<file path="src/flash_crc_scan_params.svh">
`ifndef FLASH_CRC_SCAN_PARAMS_SVH
`define FLASH_CRC_SCAN_PARAMS_SVH

// register addresses in the sfr space
`define CTRL_ADDR 20'hf02f0
`define RESULT_ADDR 20'hf02f2

// control register layout
`define CTRL_EN_BIT 7
`define CTRL_ZERO_BIT 6
`define CTRL_RANGE_LSB 0
`define CTRL_RANGE_MSB 5
`define CTRL_WMASK 8'hbf
`define CTRL_RESET 8'h00
`define RANGE_MAX 6'h0f

// result register
`define RESULT_RESET 16'h0000

// ccitt generator, x^16 + x^12 + x^5 + 1 without the x^16 term
`define CRC_POLY 16'h1021

// words per 16 KB unit is 4096, so the last word is that count times units minus two
`define LAST_WORD_OFFSET 17'h00ffe
`define UNIT_SHIFT 12

`endif

</file>
<file path="src/flash_crc_scan_pkg.sv">
package flash_crc_scan_pkg;

  typedef enum logic [1:0] {
    ACC_BIT = 2'h0,
    ACC_BYTE = 2'h1,
    ACC_WORD = 2'h2
  } acc_e;

  // gray along idle -> fetch -> drain -> done -> idle
  typedef enum logic [1:0] {
    ST_IDLE = 2'h0,
    ST_FETCH = 2'h1,
    ST_DRAIN = 2'h3,
    ST_DONE = 2'h2
  } scan_state_e;

  typedef struct packed {
    logic [19:0] addr;
    logic wr;
    logic rd;
    acc_e acc;
    logic [15:0] wdata;
    logic [2:0] bit_pos;
    logic bit_val;
  } sfr_req_s;

endpackage

</file>
<file path="src/crc16_word.sv">
`timescale 1ns/1ps
`include "flash_crc_scan_params.svh"

module crc16_word (
  input wire logic [15:0] crc_in,
  input wire logic [31:0] data,
  output logic [15:0] crc_out
);

  logic [15:0] chain [0:32];

  assign chain[0] = crc_in;

  genvar i;
  generate
    for (i = 0; i < 32; i = i + 1)
    begin : g_bit
      logic fb;
      // bit 31 enters first
      assign fb = chain[i][15] ^ data[31 - i];
      assign chain[i + 1] = {chain[i][14:0], 1'b0} ^ (fb ? `CRC_POLY : 16'h0000);
    end
  endgenerate

  assign crc_out = chain[32];

endmodule

</file>
<file path="src/flash_crc_scan.sv">
`timescale 1ns/1ps
`include "flash_crc_scan_params.svh"

module flash_crc_scan (
  input wire logic clock,
  input wire logic resetn,
  input wire flash_crc_scan_pkg::sfr_req_s sfr_req,
  output logic [15:0] sfr_rdata,
  input wire logic halt_exec,
  output logic halt_release,
  output logic scan_busy,
  output logic flash_rd,
  output logic [17:0] flash_addr,
  input wire logic [31:0] flash_rdata,
  output logic [7:0] flash_check_control,
  output logic [15:0] flash_check_result
);

  function automatic logic [7:0] put_bit(input logic [7:0] v, input logic [2:0] pos,
                                         input logic val);
    logic [7:0] r;
    r = v;
    r[pos] = val;
    return r;
  endfunction

  logic rst_meta_q;
  logic rst_n_q;
  flash_crc_scan_pkg::scan_state_e state_q;
  flash_crc_scan_pkg::scan_state_e state_d;
  logic [7:0] ctrl_q;
  logic [7:0] ctrl_d;
  logic [15:0] res_q;
  logic [15:0] res_d;
  logic [15:0] word_q;
  logic [15:0] word_d;
  logic rd_q;
  logic rd_d;
  logic data_valid_q;
  logic release_q;
  logic busy_q;
  logic [15:0] rdata_q;
  logic [15:0] rdata_d;

  // synchroniser for reset release
  always_ff @(posedge clock or negedge resetn)
  begin
    if (!resetn)
    begin
      rst_meta_q <= 1'b0;
      rst_n_q <= 1'b0;
    end
    else
    begin
      rst_meta_q <= 1'b1;
      rst_n_q <= rst_meta_q;
    end
  end

  // register decode
  logic hit_ctrl;
  logic hit_res;
  logic ctrl_byte_wr;
  logic ctrl_bit_wr;
  logic res_wr;
  logic enable;
  logic [5:0] range_sel;
  logic range_ok;
  logic [16:0] last_word_wide;
  logic [15:0] last_word;
  logic scanning;
  logic start;
  logic [7:0] ctrl_wval;
  logic [15:0] crc_next;

  assign hit_ctrl = sfr_req.addr == `CTRL_ADDR;
  assign hit_res = sfr_req.addr == `RESULT_ADDR;
  assign ctrl_byte_wr = sfr_req.wr && hit_ctrl && sfr_req.acc == flash_crc_scan_pkg::ACC_BYTE;
  assign ctrl_bit_wr = sfr_req.wr && hit_ctrl && sfr_req.acc == flash_crc_scan_pkg::ACC_BIT;
  assign enable = ctrl_q[`CTRL_EN_BIT];
  assign range_sel = ctrl_q[`CTRL_RANGE_MSB:`CTRL_RANGE_LSB];
  assign scanning = state_q == flash_crc_scan_pkg::ST_FETCH
                 || state_q == flash_crc_scan_pkg::ST_DRAIN;
  // engine owns the result while scanning, so software writes made during a scan are dropped
  assign res_wr = sfr_req.wr && hit_res && sfr_req.acc == flash_crc_scan_pkg::ACC_WORD
               && enable && !scanning;

  // bit 6 is forced low on every write path
  assign ctrl_wval = (ctrl_byte_wr ? sfr_req.wdata[7:0]
                   : put_bit(ctrl_q, sfr_req.bit_pos, sfr_req.bit_val)) & `CTRL_WMASK;
  assign ctrl_d = (ctrl_byte_wr || ctrl_bit_wr) ? ctrl_wval : ctrl_q;

  // prohibited range codes never start a scan
  assign range_ok = range_sel <= `RANGE_MAX;
  // (n+1)*4096 words less the excluded last word, index of the final one
  assign last_word_wide = {1'b0, range_sel[3:0], 12'h000} + `LAST_WORD_OFFSET;
  assign last_word = last_word_wide[15:0];

  // a scan can only begin from the halt instruction itself
  assign start = state_q == flash_crc_scan_pkg::ST_IDLE && halt_exec && enable;

  crc16_word i_crc16_word (
    .crc_in(res_q),
    .data(flash_rdata),
    .crc_out(crc_next)
  );

  always_comb
  begin
    state_d = state_q;
    word_d = word_q;
    rd_d = 1'b0;
    unique case (state_q)
      flash_crc_scan_pkg::ST_IDLE:
      begin
        if (start)
        begin
          if (range_ok)
          begin
            state_d = flash_crc_scan_pkg::ST_FETCH;
            word_d = 16'h0000;
            rd_d = 1'b1;
          end
          else
          begin
            // let the cpu go rather than hang with interrupts masked
            state_d = flash_crc_scan_pkg::ST_DONE;
          end
        end
      end
      flash_crc_scan_pkg::ST_FETCH:
      begin
        if (!enable)
        begin
          state_d = flash_crc_scan_pkg::ST_DONE;
        end
        else if (word_q == last_word)
        begin
          state_d = flash_crc_scan_pkg::ST_DRAIN;
        end
        else
        begin
          word_d = word_q + 16'h0001;
          rd_d = 1'b1;
        end
      end
      flash_crc_scan_pkg::ST_DRAIN:
      begin
        state_d = flash_crc_scan_pkg::ST_DONE;
      end
      flash_crc_scan_pkg::ST_DONE:
      begin
        state_d = flash_crc_scan_pkg::ST_IDLE;
      end
    endcase
  end

  // one word per clock; the final word folds in while draining
  assign res_d = res_wr ? sfr_req.wdata
              : (scanning && enable && data_valid_q) ? crc_next : res_q;

  assign rdata_d = !sfr_req.rd ? rdata_q
                : hit_ctrl ? {8'h00, ctrl_q & `CTRL_WMASK}
                : (hit_res && sfr_req.acc == flash_crc_scan_pkg::ACC_WORD) ? res_q
                : 16'h0000;

  always_ff @(posedge clock or negedge rst_n_q)
  begin
    if (!rst_n_q)
    begin
      state_q <= flash_crc_scan_pkg::ST_IDLE;
      word_q <= 16'h0000;
      rd_q <= 1'b0;
      data_valid_q <= 1'b0;
    end
    else
    begin
      state_q <= state_d;
      word_q <= word_d;
      rd_q <= rd_d;
      data_valid_q <= rd_q;
    end
  end

  always_ff @(posedge clock or negedge rst_n_q)
  begin
    if (!rst_n_q)
    begin
      ctrl_q <= `CTRL_RESET;
      res_q <= `RESULT_RESET;
      rdata_q <= 16'h0000;
    end
    else
    begin
      ctrl_q <= ctrl_d;
      res_q <= res_d;
      rdata_q <= rdata_d;
    end
  end

  always_ff @(posedge clock or negedge rst_n_q)
  begin
    if (!rst_n_q)
    begin
      release_q <= 1'b0;
      busy_q <= 1'b0;
    end
    else
    begin
      release_q <= state_d == flash_crc_scan_pkg::ST_DONE;
      busy_q <= state_d == flash_crc_scan_pkg::ST_FETCH
             || state_d == flash_crc_scan_pkg::ST_DRAIN;
    end
  end

  assign sfr_rdata = rdata_q;
  assign halt_release = release_q;
  assign scan_busy = busy_q;
  assign flash_rd = rd_q;
  assign flash_addr = {word_q, 2'b00};
  assign flash_check_control = ctrl_q;
  assign flash_check_result = res_q;

endmodule

</file>
<file path="config.mk">
export PLATFORM = sky130hd
export DESIGN_NAME = flash_crc_scan
export DESIGN_NICKNAME = d
export VERILOG_FILES = /design/src/flash_crc_scan_pkg.sv /design/src/crc16_word.sv /design/src/flash_crc_scan.sv
export VERILOG_INCLUDE_DIRS = /design/src
export SDC_FILE = /design/constraint.sdc
export NUM_CORES = 1
export LEC_CHECK = 0
export ABC_AREA = 1
export BUFFER_PORTS_ARGS = -buffer_cell sky130_fd_sc_hd__buf_4
export CELL_PAD_IN_SITES_DETAIL_PLACEMENT = 0
export CELL_PAD_IN_SITES_GLOBAL_PLACEMENT = 1
export CORE_ASPECT_RATIO = 0.9
export CORE_MARGIN = 10
export CORE_UTILIZATION = 34
export DETAILED_ROUTE_END_ITERATION = 10
export GPL_TIMING_DRIVEN = 0
export PLACE_DENSITY_LB_ADDON = 0.1
export SLEW_MARGIN = 20
export SYNTH_ARGS = -nofsm -noshare
export SYNTH_HDL_FRONTEND = slang
export SYNTH_SLANG_ARGS = --single-unit
</file>
<file path="constraint.sdc">
create_clock -name clock -period 2.65 [get_ports clock]
set_input_delay 0.1325 -clock clock [delete_from_list [all_inputs] [get_ports clock]]
set_output_delay 0.1325 -clock clock [all_outputs]
set_load 0.03 [all_outputs]
</file>
==> results.json <==
{
  "worstPathRequired_ns": 2.86,
  "yosys-top-cells-count": "nand2_1, inv_1, dfrtp_1",
  "gp_congestion": 0.8886,
  "yosysTopAreaCell": "dfrtp_1",
  "grt_pass1_vias": 5234,
  "diodes": 0,
  "ys_ff_latch": 63,
  "min_path_type": "input port to flop",
  "numCtsBuffers": 9,
  "worstSkewPairLatency_ns": 0.33,
  "yosysTopAreaCellShare": 0.3148,
  "wl_per_cell_microns": 16.68,
  "hold_end": "flash_check_result[4]$_DFFE_PN0P_",
  "period_share": 0.9468,
  "grt-ovfl-total": 0,
  "async_flop_share": 1.000,
  "dpl.hpwl_microns": 14880,
  "syn-cell-area_sq_mm": 0.005009,
  "viasPerCell": 4.792,
  "cts-htree-levels": 3,
  "die_x_microns": 147.9,
  "finClkSkew_ns": 0.01106,
  "drc": 0,
  "critPathKind": "flop to flop",
  "finalSetupViolCount": 0,
  "die_y_microns": 135.1,
  "port-buffer-count": 136,
  "yosys.cell_types.count": 39,
  "path_clk_slew_ns": 0.05,
  "synth_edf_count": 0,
  "clock-root-buffer": "clkbuf_16",
  "holdPathStages": 3,
  "num_rows": 42,
  "ant_nets": 0,
  "cp_max_fo": 5,
  "rsz0062_at_grt": "true",
  "io_pins": 140,
  "grt.busiest_layer": "met2",
  "synth_area_leaders": "dfrtp_1, nand2_1, inv_1, nand3_1, xor2_1",
  "r2r_setup_slack_ns": 0.14,
  "finalCriticalPeriod_ns": 2.509,
  "final-seq-area_sq_mm": 0.001590,
  "dieArea_sq_mm": 0.01999,
  "seq_area_frac_synth": 0.3148,
  "drtPass1Iterations": 5,
  "grt_antenna_before_repair": 0,
  "worstRegToRegCells": 22,
  "gr-usage-met1": 0.2446,
  "multi_input_area_sq_mm": 0.003196,
  "use_met3": 0.04108,
  "cts_sinks": 63,
  "cts_tree": "yes",
  "critPathArrivalTime_ns": 2.72,
  "start_kind": "flop",
  "cts_buffer_depth": 2,
  "slew_violations": 0,
  "rr_endpoint": "flash_check_result[13]$_DFFE_PN0P_",
  "cap_violations": 0,
  "initial_core_util": 0.3441,
  "hold_start": "sfr_req[8]",
  "grt_max_degree": 49,
  "hold_viol": 0,
  "crit_path_end_kind": "flop",
  "use_met2": 0.2765,
  "rr_startpoint": "flash_check_result[15]$_DFFE_PN0P_",
  "vias": 5151,
  "routed_wirelength_microns": 17930,
  "fmax_mhz": 398.6,
  "drive_gt1_frac": 0.3124,
  "relSlewSlack": 0.4213,
  "ys_warn_count": 0,
  "n_fill_cell": 1522,
  "design.core.area_sq_mm": 0.01456,
  "drt-initial-drc-count": 276,
  "avgSynthCellArea_sq_um": 6.976,
  "grt_usage": 0.1760,
  "status": "finished clean",
  "synthFlopType": "dfrtp_1",
  "areaGrowthSynthToFinish_pct": 37.57,
  "synthMostInstantiatedCell": "nand2_1",
  "worst_hold_slack_ns": 0.05051,
  "syn_inst": 718,
  "fin_nets": 953,
  "grt_pass1_wl_microns": 28030,
  "worst_pin_slew_ns": 0.8615
}
[final cells by class]
type                            instances  area share
Clock buffer                           12     0.03723
Tap cell                              198     0.03595
Timing Repair Buffer                  141      0.1569
Clock inverter                          4    0.006537
Inverter                              111     0.06119
Sequential cell                        63      0.2308
Buffer                                 10    0.007627
Multi-Input combinational cell        536      0.4638
[sequential cells by signal (all words and copies together), names as in the netlist, 2 cells and up]
| name | cells |
|---|---|
| sfr_rdata | 16 |
| flash_check_result | 16 |
| flash_check_control | 7 |
| word_q | 16 |
| state_q | 2 |
[layout by cell type, fill, tap and decap left out, types with 3 or more instances in the layout]
master     count
nand2_1      190
buf_4        142
inv_1        102
nand3_1       57
dfrtp_1       54
nand2_2       41
nor2_1        35
xor2_1        24
a21oi_1       20
o31ai_1       20
nand2_4       19
o21ai_0       17
nand4_1       16
nor3_1        13
nand3_2       11
clkbuf_16      9
o211ai_1       8
dfrtp_2        8
xnor2_1        7
inv_2          7
xnor2_2        6
o21ai_1        5
xor2_2         5
clkbuf_1       5
nor4_1         4
conb_1         4
buf_2          3
nand3b_1       3
clkinv_2       3
[worst max path at each step]
stage	startpoint	end	slack, ns
after floorplan	flash_check_result[14]$_DFFE_PN0P_	flash_check_result[14]$_DFFE_PN0P_	0.45
after global placement	flash_check_result[1]$_DFFE_PN0P_	flash_check_result[13]$_DFFE_PN0P_	-0.06
after detailed placement	flash_check_result[1]$_DFFE_PN0P_	flash_check_result[13]$_DFFE_PN0P_	-0.10
after CTS	flash_check_result[15]$_DFFE_PN0P_	flash_check_result[13]$_DFFE_PN0P_	0.001
after global routing	flash_check_result[15]$_DFFE_PN0P_	flash_check_result[13]$_DFFE_PN0P_	-0.04
final	flash_check_result[15]$_DFFE_PN0P_	flash_check_result[13]$_DFFE_PN0P_	0.14
[per-stage QoR]
stage / setup WS (ns) / setup TNS [ns] / util / std cells / area (sq um)
floorplan: 0.4470 / 0 / - / 720 / 5016
global placement: -0.06482 / -2.821 / 0.4318 / 1054 / 6285
CTS: 0.001327 / 0 / 0.4563 / 1072 / 6643
finish: 0.1410 / 0 / 0.4734 / 1075 / 6890
detailed placement: -0.1008 / -0.1577 / 0.4339 / 1055 / 6316
global route: -0.03833 / -0.07947 / 0.4734 / 1075 / 6890
[worst max-delay path, stage by stage (launching register included)]
cell and delay [ns]:
dfrtp_2 0.45, inv_4 0.09, nand2_1 0.06, nand2_2 0.12, nand3_4 0.10, nand2_4 0.11, nand2_1 0.07, nand2_2 0.14
inv_1 0.07, nand2_1 0.07, nand2_2 0.10, nand2_4 0.10, nand2_4 0.08, inv_2 0.09, nand2_1 0.06, nand2_2 0.10
inv_1 0.06, nand3_2 0.11, nand2_2 0.09, nand2_1 0.07, nand3_1 0.10, nand2_1 0.09, nand2_1 0.04
[cell families after synthesis]
| logic type | after synthesis | synth area share |
|---|---|---|
| xor+xnor | 46 | 0.08793 |
| flops | 63 | 0.3148 |
| compound gates | 83 | 0.1027 |
| fa+ha+maj | 2 | 0.004995 |
| buf+inv | 121 | 0.09368 |
| mux | 1 | 0.001999 |
| other cells | 2 | 0.001499 |
| simple gates | 400 | 0.3925 |
[per-layer routing]
layer	vias up	wire [microns]
met5	-	0
met4	0	74
met3	10	974
met2	129	8178
met1	2382	8707
li1	2630	-
[what timing repair did]
| action | in CTS | in global routing |
|---|---|---|
| gates resized for setup | 2 | 48 |
| pin swaps | 0 | 8 |
| hold buffers | 1 | 0 |
| setup endpoints to repair | 5 | 19 |
| buffers inserted | 0 | 3 |
| endpoints found under the hold margin | 2 | 0 |
Power is not shown: default switching activity piles up to over one toggle a cycle in this logic, so the estimate is an artifact.
